File: config.mk
export PLATFORM = sky130hd
export DESIGN_NAME = ramp_limit_counter
export DESIGN_NICKNAME = d
export VERILOG_FILES = /design/src/logic/ramp_limit_counter.v /design/src/logic/pin_sync.v /design/src/logic/trigger_select.v
export VERILOG_INCLUDE_DIRS = /design/src /design/src/logic
export SDC_FILE = /design/constraint.sdc
export NUM_CORES = 1
export LEC_CHECK = 0
export BUFFER_PORTS_ARGS = -buffer_cell sky130_fd_sc_hd__buf_2
export CAP_MARGIN = 10
export CORE_ASPECT_RATIO = 1.5
export CORE_MARGIN = 5
export CORE_UTILIZATION = 32
export DETAILED_ROUTE_END_ITERATION = 16
export GPL_TIMING_DRIVEN = 0
export SYNTH_ARGS = -nofsm -noshare
export SYNTH_HDL_FRONTEND = slang
export SYNTH_SLANG_ARGS = --single-unit
File: constraint.sdc
create_clock -name core_clk -period 6.7 [get_ports core_clk]
set_clock_uncertainty 0.05 [all_clocks]
set_input_delay 0.335 -clock core_clk [delete_from_list [all_inputs] [get_ports core_clk]]
set_output_delay 0.335 -clock core_clk [all_outputs]
set_load 0.005 [all_outputs]
File: src/logic/ramp_limit_defs.vh
// Register indices, field positions and reset values for the ramp limit and counter block.
`ifndef RAMP_LIMIT_DEFS_VH
`define RAMP_LIMIT_DEFS_VH

// Register indices; the APB byte address is four times the index.
`define IDX_TRIG_A 8'h3a
`define IDX_TRIG_BC 8'h3b
`define IDX_UPPER_BITS 8'h46
`define IDX_FLOOR_0 8'h4b
`define IDX_FLOOR_3 8'h4e
`define IDX_CEIL_0 8'h4f
`define IDX_CEIL_3 8'h52
`define IDX_TALLY_LO 8'h53
`define IDX_TALLY_HI 8'h54
`define IDX_SEG_BASE 8'h80
`define IDX_SEG_LAST 8'h87
`define IDX_CONTROL 8'h90
`define IDX_STATUS 8'h91

// Field positions.
`define BIT_FLOOR_MSB 3
`define BIT_CEIL_MSB 4
`define BIT_AUTO_DISARM 5
`define LSB_STEP_SRC 6
`define BIT_SEG_FAST 30
`define BIT_RAMP_EN 0

// Reset values.
`define FLOOR_RESET 33'h000000000
`define CEIL_RESET 33'h1ffffffff
`define TALLY_RESET 13'h0000
`define TRIG_SRC_RESET 4'h0

// Trigger source codes.
`define TRIG_NEVER 4'h0
`define TRIG_ALWAYS 4'h8

// Tally increment sources.
`define STEP_SRC_TRANSITION 2'h0
`define STEP_SRC_TRIG_A 2'h1
`define STEP_SRC_TRIG_B 2'h2
`define STEP_SRC_TRIG_C 2'h3

`endif

File: src/logic/ramp_limit_counter.v
// Ramp accumulator bounds, ramp counter, segment controls and their APB register file.
//
// Design decision made here: the APB slave port.
`timescale 1ns/1ps
`default_nettype none
`include "ramp_limit_defs.vh"

module ramp_limit_counter #(
    parameter SEGMENTS = 8
) (
    input wire core_clk,
    input wire rst,
    input wire psel,
    input wire penable,
    input wire pwrite,
    input wire [11:0] paddr,
    input wire [31:0] pwdata,
    output reg [31:0] prdata,
    output wire pready,
    output wire pslverr,
    input wire trig1_pin,
    input wire trig2_pin,
    input wire mod_pin,
    input wire lock_detect,
    input wire cmp0_hit,
    input wire cmp1_hit,
    input wire cpg_level,
    input wire flag0_level,
    input wire [2:0] seg_index,
    input wire step_strobe,
    input wire transition_strobe,
    input wire accum_clear,
    input wire [32:0] deviation_offset,
    output reg [32:0] ramp_value,
    output reg [32:0] deviated_value,
    output reg seg_fast_settle,
    output wire trigger_a,
    output wire trigger_b,
    output wire trigger_c,
    output reg ramp_enable,
    output reg tally_done
);

    // Configuration state.
    reg [32:0] floor_bound;
    reg [32:0] ceiling_bound;
    reg [12:0] tally_target;
    reg auto_disarm;
    reg [1:0] tally_step_source;
    reg [3:0] trig_a_source;
    reg [3:0] trig_b_source;
    reg [3:0] trig_c_source;
    reg [29:0] segment_step_value [0:SEGMENTS-1];
    reg segment_fast_settle [0:SEGMENTS-1];

    // Running state.
    reg [12:0] tally_count;
    reg enable_prev;
    reg cpg_prev;
    reg flag0_prev;

    // APB decode state captured in the setup phase.
    reg read_unmapped;

    integer i;

    wire [7:0] reg_idx;
    wire addr_ok;
    wire setup_phase;
    wire write_access;
    wire [3:0] pin_level;
    wire [3:0] pin_rise;
    wire [3:0] pin_fall;
    wire cpg_rise;
    wire cpg_fall;
    wire flag0_rise;
    wire flag0_fall;
    wire count_event;
    wire tally_hit;
    wire seg_write;
    wire [2:0] seg_wr_idx;
    wire signed [33:0] step_ext;
    wire signed [33:0] step_sum;
    wire signed [33:0] floor_ext;
    wire signed [33:0] ceil_ext;

    reg [32:0] next_ramp_value;
    reg [31:0] next_prdata;
    reg next_unmapped;

    // Word-aligned addresses only; anything above the index range is unmapped.
    assign reg_idx = paddr[9:2];
    assign addr_ok = (paddr[1:0] == 2'h0) && (paddr[11:10] == 2'h0);
    assign setup_phase = psel && !penable;
    assign write_access = psel && penable && pwrite && addr_ok;

    // Zero wait states; the error flag is computed one cycle early, in the setup phase.
    assign pready = 1'b1;
    assign pslverr = psel && penable && read_unmapped;

    assign seg_write = write_access && (reg_idx >= `IDX_SEG_BASE) && (reg_idx <= `IDX_SEG_LAST);
    assign seg_wr_idx = reg_idx[2:0];

    // External pins are asynchronous and pass two flip-flops before any use.
    pin_sync #(
        .WIDTH(4)
    ) u_pin_sync (
        .core_clk(core_clk),
        .rst(rst),
        .pin({lock_detect, mod_pin, trig2_pin, trig1_pin}),
        .level(pin_level),
        .rise(pin_rise),
        .fall(pin_fall)
    );

    // Segment charge-pump gain and flag come from same-clock ramp logic; only edges are needed.
    always @(posedge core_clk) begin
        if (rst) begin
            cpg_prev <= 1'b0;
            flag0_prev <= 1'b0;
        end else begin
            cpg_prev <= cpg_level;
            flag0_prev <= flag0_level;
        end
    end

    assign cpg_rise = cpg_level && !cpg_prev;
    assign cpg_fall = !cpg_level && cpg_prev;
    assign flag0_rise = flag0_level && !flag0_prev;
    assign flag0_fall = !flag0_level && flag0_prev;

    // Three identical selectors, one per trigger.
    trigger_select u_trig_a (
        .core_clk(core_clk),
        .rst(rst),
        .source(trig_a_source),
        .pin_rise(pin_rise),
        .pin_fall(pin_fall),
        .cmp0_hit(cmp0_hit),
        .cmp1_hit(cmp1_hit),
        .cpg_rise(cpg_rise),
        .cpg_fall(cpg_fall),
        .flag0_rise(flag0_rise),
        .flag0_fall(flag0_fall),
        .trigger(trigger_a)
    );

    trigger_select u_trig_b (
        .core_clk(core_clk),
        .rst(rst),
        .source(trig_b_source),
        .pin_rise(pin_rise),
        .pin_fall(pin_fall),
        .cmp0_hit(cmp0_hit),
        .cmp1_hit(cmp1_hit),
        .cpg_rise(cpg_rise),
        .cpg_fall(cpg_fall),
        .flag0_rise(flag0_rise),
        .flag0_fall(flag0_fall),
        .trigger(trigger_b)
    );

    trigger_select u_trig_c (
        .core_clk(core_clk),
        .rst(rst),
        .source(trig_c_source),
        .pin_rise(pin_rise),
        .pin_fall(pin_fall),
        .cmp0_hit(cmp0_hit),
        .cmp1_hit(cmp1_hit),
        .cpg_rise(cpg_rise),
        .cpg_fall(cpg_fall),
        .flag0_rise(flag0_rise),
        .flag0_fall(flag0_fall),
        .trigger(trigger_c)
    );

    // Count event chosen by the increment source field.
    assign count_event = (tally_step_source == `STEP_SRC_TRANSITION) ? transition_strobe :
                         (tally_step_source == `STEP_SRC_TRIG_A) ? trigger_a :
                         (tally_step_source == `STEP_SRC_TRIG_B) ? trigger_b : trigger_c;

    // Terminal count needs a settled enable, so a count left from the last run never hits.
    assign tally_hit = ramp_enable && enable_prev && (tally_target != 13'h0000) && count_event &&
                       (tally_count == tally_target - 13'h0001);

    // Configuration registers written over APB.
    always @(posedge core_clk) begin
        if (rst) begin
            floor_bound <= `FLOOR_RESET;
            ceiling_bound <= `CEIL_RESET;
            tally_target <= `TALLY_RESET;
            auto_disarm <= 1'b0;
            tally_step_source <= 2'h0;
            trig_a_source <= `TRIG_SRC_RESET;
            trig_b_source <= `TRIG_SRC_RESET;
            trig_c_source <= `TRIG_SRC_RESET;
        end else if (write_access) begin
            case (reg_idx)
                `IDX_TRIG_A: trig_a_source <= pwdata[7:4];
                `IDX_TRIG_BC: begin
                    trig_b_source <= pwdata[3:0];
                    trig_c_source <= pwdata[7:4];
                end
                `IDX_UPPER_BITS: begin
                    floor_bound[32] <= pwdata[`BIT_FLOOR_MSB];
                    ceiling_bound[32] <= pwdata[`BIT_CEIL_MSB];
                end
                8'h4b: floor_bound[7:0] <= pwdata[7:0];
                8'h4c: floor_bound[15:8] <= pwdata[7:0];
                8'h4d: floor_bound[23:16] <= pwdata[7:0];
                `IDX_FLOOR_3: floor_bound[31:24] <= pwdata[7:0];
                `IDX_CEIL_0: ceiling_bound[7:0] <= pwdata[7:0];
                8'h50: ceiling_bound[15:8] <= pwdata[7:0];
                8'h51: ceiling_bound[23:16] <= pwdata[7:0];
                `IDX_CEIL_3: ceiling_bound[31:24] <= pwdata[7:0];
                `IDX_TALLY_LO: tally_target[7:0] <= pwdata[7:0];
                `IDX_TALLY_HI: begin
                    tally_target[12:8] <= pwdata[4:0];
                    auto_disarm <= pwdata[`BIT_AUTO_DISARM];
                    tally_step_source <= pwdata[`LSB_STEP_SRC+1:`LSB_STEP_SRC];
                end
                default: begin
                end
            endcase
        end
    end

    // One independent step and fast-settle bit per segment.
    always @(posedge core_clk) begin
        if (rst) begin
            for (i = 0; i < SEGMENTS; i = i + 1) begin
                segment_step_value[i] <= 30'h00000000;
                segment_fast_settle[i] <= 1'b0;
            end
        end else if (seg_write) begin
            segment_step_value[seg_wr_idx] <= pwdata[29:0];
            segment_fast_settle[seg_wr_idx] <= pwdata[`BIT_SEG_FAST];
        end
    end

    // Ramp enable: a software write wins over an auto-disarm in the same cycle.
    always @(posedge core_clk) begin
        if (rst) begin
            ramp_enable <= 1'b0;
            enable_prev <= 1'b0;
        end else begin
            enable_prev <= ramp_enable;
            if (write_access && (reg_idx == `IDX_CONTROL)) begin
                ramp_enable <= pwdata[`BIT_RAMP_EN];
            end else if (tally_hit && auto_disarm) begin
                ramp_enable <= 1'b0;
            end
        end
    end

    // Ramp tally; it wraps to zero at terminal count so repeated patterns keep counting.
    always @(posedge core_clk) begin
        if (rst) begin
            tally_count <= 13'h0000;
            tally_done <= 1'b0;
        end else begin
            tally_done <= tally_hit;
            if (ramp_enable && !enable_prev) begin
                tally_count <= 13'h0000;
            end else if (tally_hit) begin
                tally_count <= 13'h0000;
            end else if (ramp_enable && (tally_target != 13'h0000) && count_event) begin
                tally_count <= tally_count + 13'h0001;
            end
        end
    end

    // Sign-extend everything to 34 bits so the sum can never overflow before the compare.
    assign step_ext = {{4{segment_step_value[seg_index][29]}}, segment_step_value[seg_index]};
    assign step_sum = $signed({ramp_value[32], ramp_value}) + step_ext;
    assign floor_ext = $signed({floor_bound[32], floor_bound});
    assign ceil_ext = $signed({ceiling_bound[32], ceiling_bound});

    // Saturating step; the ceiling is checked first, so with crossed bounds a sum above the ceiling lands at the ceiling, any other at the floor.
    always @* begin
        next_ramp_value = ramp_value;
        if (accum_clear) begin
            next_ramp_value = 33'h000000000;
        end else if (step_strobe && ramp_enable) begin
            if (step_sum > ceil_ext) begin
                next_ramp_value = ceiling_bound;
            end else if (step_sum < floor_ext) begin
                next_ramp_value = floor_bound;
            end else begin
                next_ramp_value = step_sum[32:0];
            end
        end
    end

    // The deviation is added after the clamp, so the deviated value may leave the bounds.
    always @(posedge core_clk) begin
        if (rst) begin
            ramp_value <= 33'h000000000;
            deviated_value <= 33'h000000000;
            seg_fast_settle <= 1'b0;
        end else begin
            ramp_value <= next_ramp_value;
            deviated_value <= ramp_value + deviation_offset;
            seg_fast_settle <= ramp_enable && segment_fast_settle[seg_index];
        end
    end

    // Read data mux; reserved bits read as zero.
    always @* begin
        next_prdata = 32'h00000000;
        next_unmapped = 1'b0;
        if (!addr_ok) begin
            next_unmapped = 1'b1;
        end else if ((reg_idx >= `IDX_SEG_BASE) && (reg_idx <= `IDX_SEG_LAST)) begin
            next_prdata[29:0] = segment_step_value[reg_idx[2:0]];
            next_prdata[`BIT_SEG_FAST] = segment_fast_settle[reg_idx[2:0]];
        end else begin
            case (reg_idx)
                `IDX_TRIG_A: next_prdata[7:4] = trig_a_source;
                `IDX_TRIG_BC: next_prdata[7:0] = {trig_c_source, trig_b_source};
                `IDX_UPPER_BITS: begin
                    next_prdata[`BIT_FLOOR_MSB] = floor_bound[32];
                    next_prdata[`BIT_CEIL_MSB] = ceiling_bound[32];
                end
                8'h4b: next_prdata[7:0] = floor_bound[7:0];
                8'h4c: next_prdata[7:0] = floor_bound[15:8];
                8'h4d: next_prdata[7:0] = floor_bound[23:16];
                `IDX_FLOOR_3: next_prdata[7:0] = floor_bound[31:24];
                `IDX_CEIL_0: next_prdata[7:0] = ceiling_bound[7:0];
                8'h50: next_prdata[7:0] = ceiling_bound[15:8];
                8'h51: next_prdata[7:0] = ceiling_bound[23:16];
                `IDX_CEIL_3: next_prdata[7:0] = ceiling_bound[31:24];
                `IDX_TALLY_LO: next_prdata[7:0] = tally_target[7:0];
                `IDX_TALLY_HI: next_prdata[7:0] = {tally_step_source, auto_disarm, tally_target[12:8]};
                `IDX_CONTROL: next_prdata[`BIT_RAMP_EN] = ramp_enable;
                `IDX_STATUS: next_prdata[20:0] = {pin_level, trigger_c, trigger_b, trigger_a, seg_fast_settle,
                                                  tally_count};
                default: next_unmapped = 1'b1;
            endcase
        end
    end

    // Read data and the error flag are captured in the setup phase and held through the access.
    always @(posedge core_clk) begin
        if (rst) begin
            prdata <= 32'h00000000;
            read_unmapped <= 1'b0;
        end else if (setup_phase) begin
            prdata <= pwrite ? 32'h00000000 : next_prdata;
            read_unmapped <= next_unmapped;
        end
    end

endmodule

`default_nettype wire

File: src/logic/pin_sync.v
// Two-stage synchroniser with edge detection for a group of pins.
`timescale 1ns/1ps
`default_nettype none

module pin_sync #(
    parameter WIDTH = 4
) (
    input wire core_clk,
    input wire rst,
    input wire [WIDTH-1:0] pin,
    output reg [WIDTH-1:0] level,
    output wire [WIDTH-1:0] rise,
    output wire [WIDTH-1:0] fall
);

    reg [WIDTH-1:0] meta;
    reg [WIDTH-1:0] level_prev;

    // The first stage feeds only the second stage, so no logic sees a metastable value.
    always @(posedge core_clk) begin
        if (rst) begin
            meta <= {WIDTH{1'b0}};
            level <= {WIDTH{1'b0}};
            level_prev <= {WIDTH{1'b0}};
        end else begin
            meta <= pin;
            level <= meta;
            level_prev <= level;
        end
    end

    // Edges are taken between the second stage and its delayed copy.
    assign rise = level & ~level_prev;
    assign fall = ~level & level_prev;

endmodule

`default_nettype wire

File: src/logic/trigger_select.v
// One trigger source selector: picks an edge, a level or the constant trigger by a 4-bit code.
`timescale 1ns/1ps
`default_nettype none
`include "ramp_limit_defs.vh"

module trigger_select (
    input wire core_clk,
    input wire rst,
    input wire [3:0] source,
    input wire [3:0] pin_rise,
    input wire [3:0] pin_fall,
    input wire cmp0_hit,
    input wire cmp1_hit,
    input wire cpg_rise,
    input wire cpg_fall,
    input wire flag0_rise,
    input wire flag0_fall,
    output reg trigger
);

    reg next_trigger;

    // Codes 1-7 are rising events, 9-15 the falling twins; 5 and 13 are comparator levels.
    always @* begin
        case (source)
            4'h1: next_trigger = pin_rise[0];
            4'h2: next_trigger = pin_rise[1];
            4'h3: next_trigger = pin_rise[2];
            4'h4: next_trigger = pin_rise[3];
            4'h5: next_trigger = cmp0_hit;
            4'h6: next_trigger = cpg_rise;
            4'h7: next_trigger = flag0_rise;
            `TRIG_ALWAYS: next_trigger = 1'b1;
            4'h9: next_trigger = pin_fall[0];
            4'ha: next_trigger = pin_fall[1];
            4'hb: next_trigger = pin_fall[2];
            4'hc: next_trigger = pin_fall[3];
            4'hd: next_trigger = cmp1_hit;
            4'he: next_trigger = cpg_fall;
            4'hf: next_trigger = flag0_fall;
            default: next_trigger = 1'b0;
        endcase
    end

    // Registered so the trigger output is glitch free.
    always @(posedge core_clk) begin
        if (rst) begin
            trigger <= 1'b0;
        end else begin
            trigger <= next_trigger;
        end
    end

endmodule

`default_nettype wire

==> impl.org, run 1 <==
** Setup path
- In this design, the critical path's most frequently occurring cell is sky130_fd_sc_hd__nor2_1.
- Worst Setup End Kind :: register
- Peak fanout along the critical path :: 10
- The largest single stage delay on the critical path is 0.48 ns.
- In this run the number of cells on the critical path is 24.
- At the worst endpoint, the arrival time is 6.94 ns.
- Number of buffers and inverters on the critical path :: 1
- Max stage delay cell, worst path :: sky130_fd_sc_hd__mux4_2
- Broken down by cell family, the worst path's largest delay share belongs to compound AO/OA/AOI/OAI gates.
- The number of cells on the worst reg-to-reg path is 24.
- Worst setup path class :: register to register
- The signal on the critical path passes through mux4_2, mux2_2, ha_1, fa_1, a21o_1, a21oi_2, o21a_2, o21ai_1, a32o_1, or3_1, a31oi_1, xnor2_1, ha_1, nand4_1, nor2_1, a221oi_1, o211a_1, nor2_1, a31oi_4, buf_6, mux2i_1, nor2_1, a21oi_1, o21ai_0.
- The worst setup path is launched from a register.
- Data on the critical path is required at its endpoint by 7.14 ns.

** Routing
- Top layer reached by signal wires :: met5
- Once detail routing completed, the nets flagged for antenna violations numbered 0.
- The routed design uses 52,600 microns of met2 wire.
- Dividing the detail-routed wire length by the instance count gives 25.6 microns.
- TritonRoute pass-1 iters :: 6
- After detailed routing, the total wire length is 104,000 microns.
- Total via count after detailed routing :: between 20,000 and 25,000
- In the routed design, unresolved DRC markers number 0.
- Number of DRC markers in iteration 0 :: 1,971
- Dividing the detail-routed via count by the number of cells gives 5.52.
- DRT met1 WL :: 36,100 microns
- The routed design uses 6830 microns of met3 wire.

** Placement
- Once placement completed, the tool counted placed cells totaling 3,973.
- Input and output buffers added on the ports amount to 186.
- Detailed placement HPWL :: 81,000 microns
- Routability cong. :: between 0.9 and 1
- Timing analysis after detailed placement gives a worst setup slack of -2.15 ns.

** Pwr
- The completed layout was analyzed and its total power is 6860 uW.
- The worst-case IR drop observed on VDD is about 0.21 mV.
- Dividing total power by cell area gives a power density of 215 nW/um^2.
- Leak pwr :: around 0.012 uW

** Logic synthesis
- The number of different library cells used by synthesis comes to 85.
- Most area-consuming cells after synthesis :: sky130_fd_sc_hd__edfxtp_1 27%, sky130_fd_sc_hd__dfxtp_1 16%, sky130_fd_sc_hd__mux4_2 10%
- In this run the cell area of the synthesized design comes to 27,500 sq um.
- Most common cell in the synthesized netlist :: sky130_fd_sc_hd__nand2_1
- Net count after synthesis :: 2,882
- Async S/R FF share, synth :: 0%
- Number of synthesized register bits :: 474
- The Yosys step of the flow raised 0 warnings.
- Part of the Yosys area used for sequential elements :: between 40% and 50%
- EDFF count, synth :: 248
- The biggest area contributor in the post-synthesis netlist is sky130_fd_sc_hd__edfxtp_1.
- After synthesis, the mean cell area works out to 10.4 sq um.
- In the synthesized netlist, the cells that appear most often are 275 x sky130_fd_sc_hd__nand2_1, 248 x sky130_fd_sc_hd__edfxtp_1, 231 x sky130_fd_sc_hd__and2_1.
- Flip-flop cell with the highest count after synthesis :: sky130_fd_sc_hd__edfxtp_1
- Counting every instance in the synthesized netlist gives 2,650.
- Summed over its instances, the top area cell type makes up between 20 and 30% of the synthesized netlist area.

** Worst hold path
- Hold depth :: 2
- Worst min-delay path category :: input port to register

** Floorplanning
- Number of placed I/O pins :: around 200
- Initial cell density of the core :: about a third
- The core region is between 80,000 and 90,000 sq um.
- Die width :: 249 microns
- Floorplan die height :: ~370 microns
- The die covers 92,100 sq um.
- The floorplan has 131 rows.

** Timing
- In this run the tightest slew margin relative to its limit is 9.85%.
- After layout, the minimum clock period comes to ~6.5 ns.
- Final critical-path share of the clock period :: 97.1%
- The count of final max-slew check failures came to 0.
- Number of endpoints with negative hold slack in the final report :: 0
- Setup violations remaining at the end of the flow were counted as 0.
- Setup slack closes at about 0.2 ns.
- Minimum hold slack :: roughly 0.025 ns
- Least-Margin Pin Slew :: 1.32 ns
- Maximum clock frequency :: 154 MHz

** Cells and area
- The net count of the finished layout is between 3,000 and 4,000.
- Area growth, synth to finish :: 15.8%
- Final std cells w/o fill :: 4,080
- Fin util :: between 30% and 40%
- Fraction of layout instances using a drive strength above 1 :: 16.8%
- Filler instances :: between 8,000 and 9,000

** Clock tree
- Max Root-Sink Buffers :: 3
- Counting the buffers created by CTS gives between 40 and 50.
- CTS tree :: done
- Source-to-sink clock delay at the later pin of the worst-skew pair :: a little over 0.6 ns
- Clock tree synthesis selected as its root buffer the cell sky130_fd_sc_hd__clkbuf_16.
- CTS sink cnt :: 474
- Clock-pin slew of the registers on the worst-case setup and hold paths :: 0.07 ns
- Clock H-tree levels :: 2

** Global routing
- Summed over all layers, the global routing overflow is 0.
- The number of antenna violations at the first check in global routing came to 25.
- Vias in the first global route :: ~22,000
- Entering global routing, the biggest net connects 32 pins.
- Wire length of the first global-routing pass :: around 150,000 microns
- Global-route total usage across every layer :: 21.7%

** Status
- Outcome :: finished, final reports clean

** Run
- The tool flagged a number of max-cap violations equal to 0.
cells in the final DEF, fill, tap and decap left out, types with 23 or more instances in the layout:
cell / Yosys / routed
sky130_fd_sc_hd__and2_1: 231 / 231
sky130_fd_sc_hd__and3_1: 49 / 49
sky130_fd_sc_hd__clkbuf_1: 134 / 127
sky130_fd_sc_hd__o211ai_1: 29 / 29
sky130_fd_sc_hd__o21ai_0: 71 / 64
sky130_fd_sc_hd__ha_1: 134 / 134
sky130_fd_sc_hd__a22oi_1: 28 / 28
sky130_fd_sc_hd__nand2_1: 275 / 275
sky130_fd_sc_hd__buf_2: 3 / 189
sky130_fd_sc_hd__xnor2_1: 51 / 51
sky130_fd_sc_hd__a21o_1: 35 / 34
sky130_fd_sc_hd__dfxtp_1: 226 / 226
sky130_fd_sc_hd__edfxtp_1: 248 / 248
sky130_fd_sc_hd__inv_1: 89 / 89
sky130_fd_sc_hd__mux4_2: 128 / 128
sky130_fd_sc_hd__nand4_1: 23 / 23
sky130_fd_sc_hd__xor2_1: 33 / 32
sky130_fd_sc_hd__nor2_1: 197 / 197
sky130_fd_sc_hd__nand3_1: 55 / 55
sky130_fd_sc_hd__nor2b_1: 43 / 43
sky130_fd_sc_hd__a21oi_1: 159 / 158
sky130_fd_sc_hd__mux2_2: 31 / 31
sky130_fd_sc_hd__nor3_1: 33 / 32
sky130_fd_sc_hd__mux2i_1: 62 / 62
sky130_fd_sc_hd__clkbuf_16: 0 / 51
kinds of logic after synthesis:
family                   count (synthesis)  synth area share, %
AO/OA/AOI/OAI                          495                 12.0
XOR/XNOR                                84                 2.67
adder cells (fa/ha/maj)                136                 6.24
buffers and inverters                  253                 3.52
flip-flops                             474                 43.5
multiplexers                           222                 14.0
other                                    2               0.0273
AND/OR/NAND/NOR                        984                 18.0
report_power, final:
part | leakage, uW | switching (uW) | internal, uW
combinational | 0.00757 | 584 | 363
sequential | 0.00419 | 42.3 | 3140
clock | 0.000747 | 1250 | 1480
sequential cells by signal (all words and copies together), names as in the netlist, 2 cells and up:
name and flops:
deviated_value 33, tally_step_source 2, ceiling_bound 33, trig_a_source 4, prdata 31, floor_bound 33, tally_target 13, u_pin_sync.level 4
u_pin_sync.meta 4, trig_b_source 4, u_pin_sync.level_prev 4, ramp_value 33, segment_fast_settle 8, segment_step_value 240, trig_c_source 4, tally_count 13
stage by stage:
stage               instance area [sq um]  setup TNS [ns]
floorplan                           27500               0
global placement                    29900         -140.57
detailed placement                  30100          -61.81
CTS                                 31800               0
global route                        31900        -0.00580
finish                              31900               0
path summary, 6_finish.rpt:
check / to / start / slack, ns
hold reg to reg: u_pin_sync.level[0] / u_pin_sync.meta[0] / 0.38
setup reg to reg: ramp_value[0] / segment_step_value[7][0] / 0.19
hold / removal: segment_step_value[1][16] / pwdata[16] / 0.02
setup / recovery: ramp_value[0] / segment_step_value[7][0] / 0.19
area by class of cell:
class / instances / area (sq um) / area share (%)
multi-input combinational: 1923 / 14700 / 46.2
sequential: 474 / 12000 / 37.5
tap: 1130 / 1410 / 4.43
clock buffer: 60 / 1350 / 4.23
timing repair buffer: 203 / 1180 / 3.72
buffer: 163 / 676 / 2.12
inverter: 90 / 338 / 1.06
clock inverter: 25 / 206 / 0.647
antenna: 12 / 30.0 / 0.0942
per-layer routing:
layer | global-route usage, % | vias up
met5 | 0 | -
met4 | 14.7 | 30
met1 | 22.6 | 11000
met2 | 39.3 | 923
met3 | 4.45 | 347
li1 | - | 10300
what timing repair did:
item,4_1_cts,5_1_grt
endpoints found under the setup margin,33,33
buffers inserted,2,1
hold buffers,7,0
endpoints found under the hold margin,7,0
gates resized for setup,33,29
pin swaps,1,1
No activity file was read; power rests on OpenSTA's default activity.
==> run 2: changes to the inputs <==
clock period = 6.6 ns   (was 6.7 ns; I/O delays follow)
==> run 2 against run 1 <==
  * Register-to-register slack is essentially flat
  * Critical endpoint is now ramp_value[32]
  * Utilization increased by 0.20 points
  * First-iteration DRC count increased by 5.5%
==> impl.org, run 2 (synthesized netlist as in run 1, its figures left out) <==
** Floorplanning
- Core area :: 85,200 sq um (unchanged)
- The number of cell rows is 131 (unchanged).
- Number of placed I/O pins :: 202 (unchanged)
- Floorplan die height :: 369 microns (unchanged)
- Initial cell density of the core :: 32.3% (unchanged)
- The width of the chip is 249 microns (unchanged).
- Die Footprint :: 92,100 sq um (unchanged)

** Routing
- Average detailed-routed wire length per instance :: 25.6 microns (about the same)
- Top layer reached by signal wires :: met5 (unchanged)
- The DRC violation total after the first TritonRoute iteration came to 2,079 (was 1,971).
- The remaining design rule violation count came to 0 (unchanged).
- TritonRoute pass-1 iters :: 6 (unchanged)
- Number of vias per cell after detailed routing :: 5.52 (about the same)
- Met3 wire length :: 7500 microns (was 6830 microns)
- The total number of vias was 22,500 (about the same).
- DRT met1 WL :: 35,300 microns (was 36,100 microns)
- Total length of routed wires :: 104,000 microns (about the same)
- The remaining antenna violation count was 0 (unchanged).
- The total met2 wirelength after detailed routing was 52,500 microns (was 52,600 microns).

** Cells and area
- Highest-count cells in the layout ignoring fill and taps: 275 x sky130_fd_sc_hd__nand2_1, 248 x sky130_fd_sc_hd__edfxtp_1, 231 x sky130_fd_sc_hd__and2_1 (unchanged).
- The flip-flop count of the largest register, all copies and words added was 240 (unchanged).
- Area used by multi-input combinational logic :: 14,700 sq um (about the same)
- The top register by number of flip-flops is segment_step_value (unchanged).
- Sequential cell area :: 12,000 sq um (unchanged)
- The summed area of non-filler cells in the final layout is 32,100 sq um (was 31,900 sq um).
- Most common cell after layout, fill and taps aside :: sky130_fd_sc_hd__nand2_1 (unchanged)
- Final std cells w/o fill :: 4,079 (was 4,080)
- Final nets :: 3,135 (was 3,134)
- Filler instances :: 8,422 (was 8,535)
- Fraction of layout instances using a drive strength above 1 :: 16.9% (was 16.8%)
- Area growth, synth to finish :: 16.4% (was 15.8%)

** Timing
- The number of hold violations in the final report is 0 (unchanged).
- Final number of max-transition violations :: 0 (unchanged)
- The worst path setup slack after routing is 0.202 ns (was 0.195 ns).
- Maximum clock frequency :: 156 MHz (was 154 MHz)
- The fraction of the cycle the final worst path needs came to 96.9% (was 97.1%).
- The shortest period the worst path allows was 6.40 ns (was 6.51 ns).
- Final setup violation count :: 0 (unchanged)
- The transition time at the pin with the least slew margin came to 1.24 ns (was 1.32 ns).
- Relative slew slack :: 15.1% (was 9.85%)

** Setup path
- The buffer and inverter count on the worst path came to 2 (was 1).
- The top cell family by delay on the critical path was compound AO/OA/AOI/OAI gates (unchanged).
- The stage delay of the slowest cell on the critical path came to 0.49 ns (was 0.48 ns).
- Worst Setup End Kind :: register (unchanged)
- Max stage delay cell, worst path :: sky130_fd_sc_hd__mux4_2 (unchanged)
- Peak fanout along the critical path :: 10 (unchanged)
- The arrival time at the worst endpoint was 6.88 ns (was 6.94 ns).
- Req. time, crit path :: 7.08 ns (was 7.14 ns)
- The sort of element at the start of the critical path is a register (unchanged).
- Worst setup path class :: register to register (unchanged)
- Critical path cell sequence :: mux4_2, mux2_2, ha_1, fa_1, a21o_1, a21oi_2, o21a_1, o21ai_2, a32o_1, or2_2, a21oi_1, xnor2_1, ha_1, nand4_1, nor4_4, nor3_1, nor2b_1, a221o_1, nand3_1, buf_2, clkbuf_4, o21ai_0, nor2_1, nor3_1 (was mux4_2, mux2_2, ha_1, fa_1, a21o_1, a21oi_2, o21a_2, o21ai_1, a32o_1, or3_1, a31oi_1, xnor2_1, ha_1, nand4_1, nor2_1, a221oi_1, o211a_1, nor2_1, a31oi_4, buf_6, mux2i_1, nor2_1, a21oi_1, o21ai_0)

** Status
- Outcome: finished, final reports clean (unchanged).

** Clock tree
- The number of buffers between clock root and the deepest sink was 3 (unchanged).
- Clock-pin slew of the registers on the worst-case setup and hold paths :: 0.07 ns (about the same)
- CTS tree :: done (unchanged)
- The number of clock buffers inserted by TritonCTS is 47 (unchanged).
- Source-to-sink clock delay at the later pin of the worst-skew pair :: 0.62 ns (about the same)
- Root buffer selected by CTS :: sky130_fd_sc_hd__clkbuf_16 (unchanged)
- The TritonCTS sink count came to 474 (unchanged).
- The depth of the CTS H-tree came to 2 (unchanged).

** Global routing
- The largest net degree at the start of global routing came to 32 (unchanged).
- Global-route total usage across every layer :: 21.7% (about the same)
- The number of antenna violations at the first check in global routing is 22 (was 25).
- Vias in the first global route :: 22,100 (was 22,300)
- GRT overflow :: 0 (unchanged)
- The first-pass GRT wire length is 149,000 microns (was 150,000 microns).

** Worst hold path
- The class of the tightest hold or removal check is input port to register (unchanged).

** Placement
- Dpl ws :: -2.18 ns (was -2.15 ns)
- The post-placement cell count came to 3,973 (unchanged).
- Cell area after placement :: 30,100 sq um (about the same)
- IO buf count :: 186 (unchanged)
- Detailed placement HPWL :: 81,000 microns (about the same)
- Routability cong. :: 1.01 (was 0.998)

** Pwr
- Areal power density over the cells :: 226 nW/um^2 (was 215 nW/um^2)
- Leak pwr :: 0.0126 uW (was 0.0125 uW)
- The largest vdd supply drop came to 0.255 mV (was 0.209 mV).

** Run
- The max-capacitance violation count is 0 (unchanged).
run 2: changes by cell type in the layout (fill, tap and decap cells not counted), moves of 3 or more:
cell                        delta
sky130_fd_sc_hd__buf_12        +4
sky130_fd_sc_hd__clkbuf_16     -3
sky130_fd_sc_hd__clkbuf_1      +4
sky130_fd_sc_hd__bufinv_16     +9
sky130_fd_sc_hd__clkinv_2      -4
sky130_fd_sc_hd__diode_2       -4
sky130_fd_sc_hd__buf_16        -4
run 2: worst paths after layout:
path | startpoint | endpoint | slack, ns | cells after the start
worst max-delay path | segment_step_value[6][0] | ramp_value[32] | 0.20 | 24
worst min register to register | u_pin_sync.meta[1] | u_pin_sync.level[1] | 0.38 | 1
worst max register to register | segment_step_value[6][0] | ramp_value[32] | 0.20 | 24
worst min-delay path | deviation_offset[0] | deviated_value[0] | 0.006 | 3
run 2: power by group:
group | internal [uW] | switching (uW)
Combinational | 370 | 596
Sequential | 3190 | 42.1
Clock | 1780 | 1280
Total | 5330 | 1910
run 2: worst reg2reg max path: stages (launching register included):
cell and delay [ns]:
sky130_fd_sc_hd__edfxtp_1 0.41, sky130_fd_sc_hd__mux4_2 0.49, sky130_fd_sc_hd__mux2_2 0.35, sky130_fd_sc_hd__ha_1 0.23
sky130_fd_sc_hd__fa_1 0.41, sky130_fd_sc_hd__a21o_1 0.19, sky130_fd_sc_hd__a21oi_2 0.21, sky130_fd_sc_hd__o21a_1 0.26
sky130_fd_sc_hd__o21ai_2 0.15, sky130_fd_sc_hd__a32o_1 0.32, sky130_fd_sc_hd__or2_2 0.32, sky130_fd_sc_hd__a21oi_1 0.18
sky130_fd_sc_hd__xnor2_1 0.16, sky130_fd_sc_hd__ha_1 0.33, sky130_fd_sc_hd__nand4_1 0.21, sky130_fd_sc_hd__nor4_4 0.46
sky130_fd_sc_hd__nor3_1 0.11, sky130_fd_sc_hd__nor2b_1 0.12, sky130_fd_sc_hd__a221o_1 0.14, sky130_fd_sc_hd__nand3_1 0.10
sky130_fd_sc_hd__buf_2 0.22, sky130_fd_sc_hd__clkbuf_4 0.25, sky130_fd_sc_hd__o21ai_0 0.37, sky130_fd_sc_hd__nor2_1 0.10
sky130_fd_sc_hd__nor3_1 0.19
run 2: metrics by stage:
step / hold WS (ns) / total power, uW / setup TNS, ns / util, %
floorplan: 0.364 / 3860 / 0 / -
global placement: 0.372 / 4200 / -158.51 / 35.1
detailed placement: 0.370 / 4220 / -61.21 / 35.3
CTS: 0.000251 / 7250 / -0.0554 / 37.5
global route: 0.0364 / 7460 / -0.0607 / 37.6
finish: 0.00576 / 7250 / 0 / 37.6
run 2: area by class of cell:
class                   instances  share of cell area [%]
inverters                      90                    1.05
plain buffers                 163                    2.14
repair buffers                204                    3.62
clock buffers                  60                    3.98
clock inverters                27                    1.38
flip-flops and latches        474                    37.3
well taps                    1130                    4.41
diodes                          8                  0.0625
multi-input cells            1923                    46.0
run 2: routing by layer:
metal  vias up  global-route usage (%)
met5         -                       0
met2       932                    39.1
met4        28                    14.6
met3       350                    4.72
met1     11000                    22.5
li1      10300                       -
run 2: timing repair:
item | in CTS | in global routing
buffers inserted | 0 | 2
resized for setup | 31 | 32
hold endpoints to repair | 7 | 0
hold buffers | 7 | 0
pin swaps | 0 | 3
setup endpoints to repair | 33 | 33
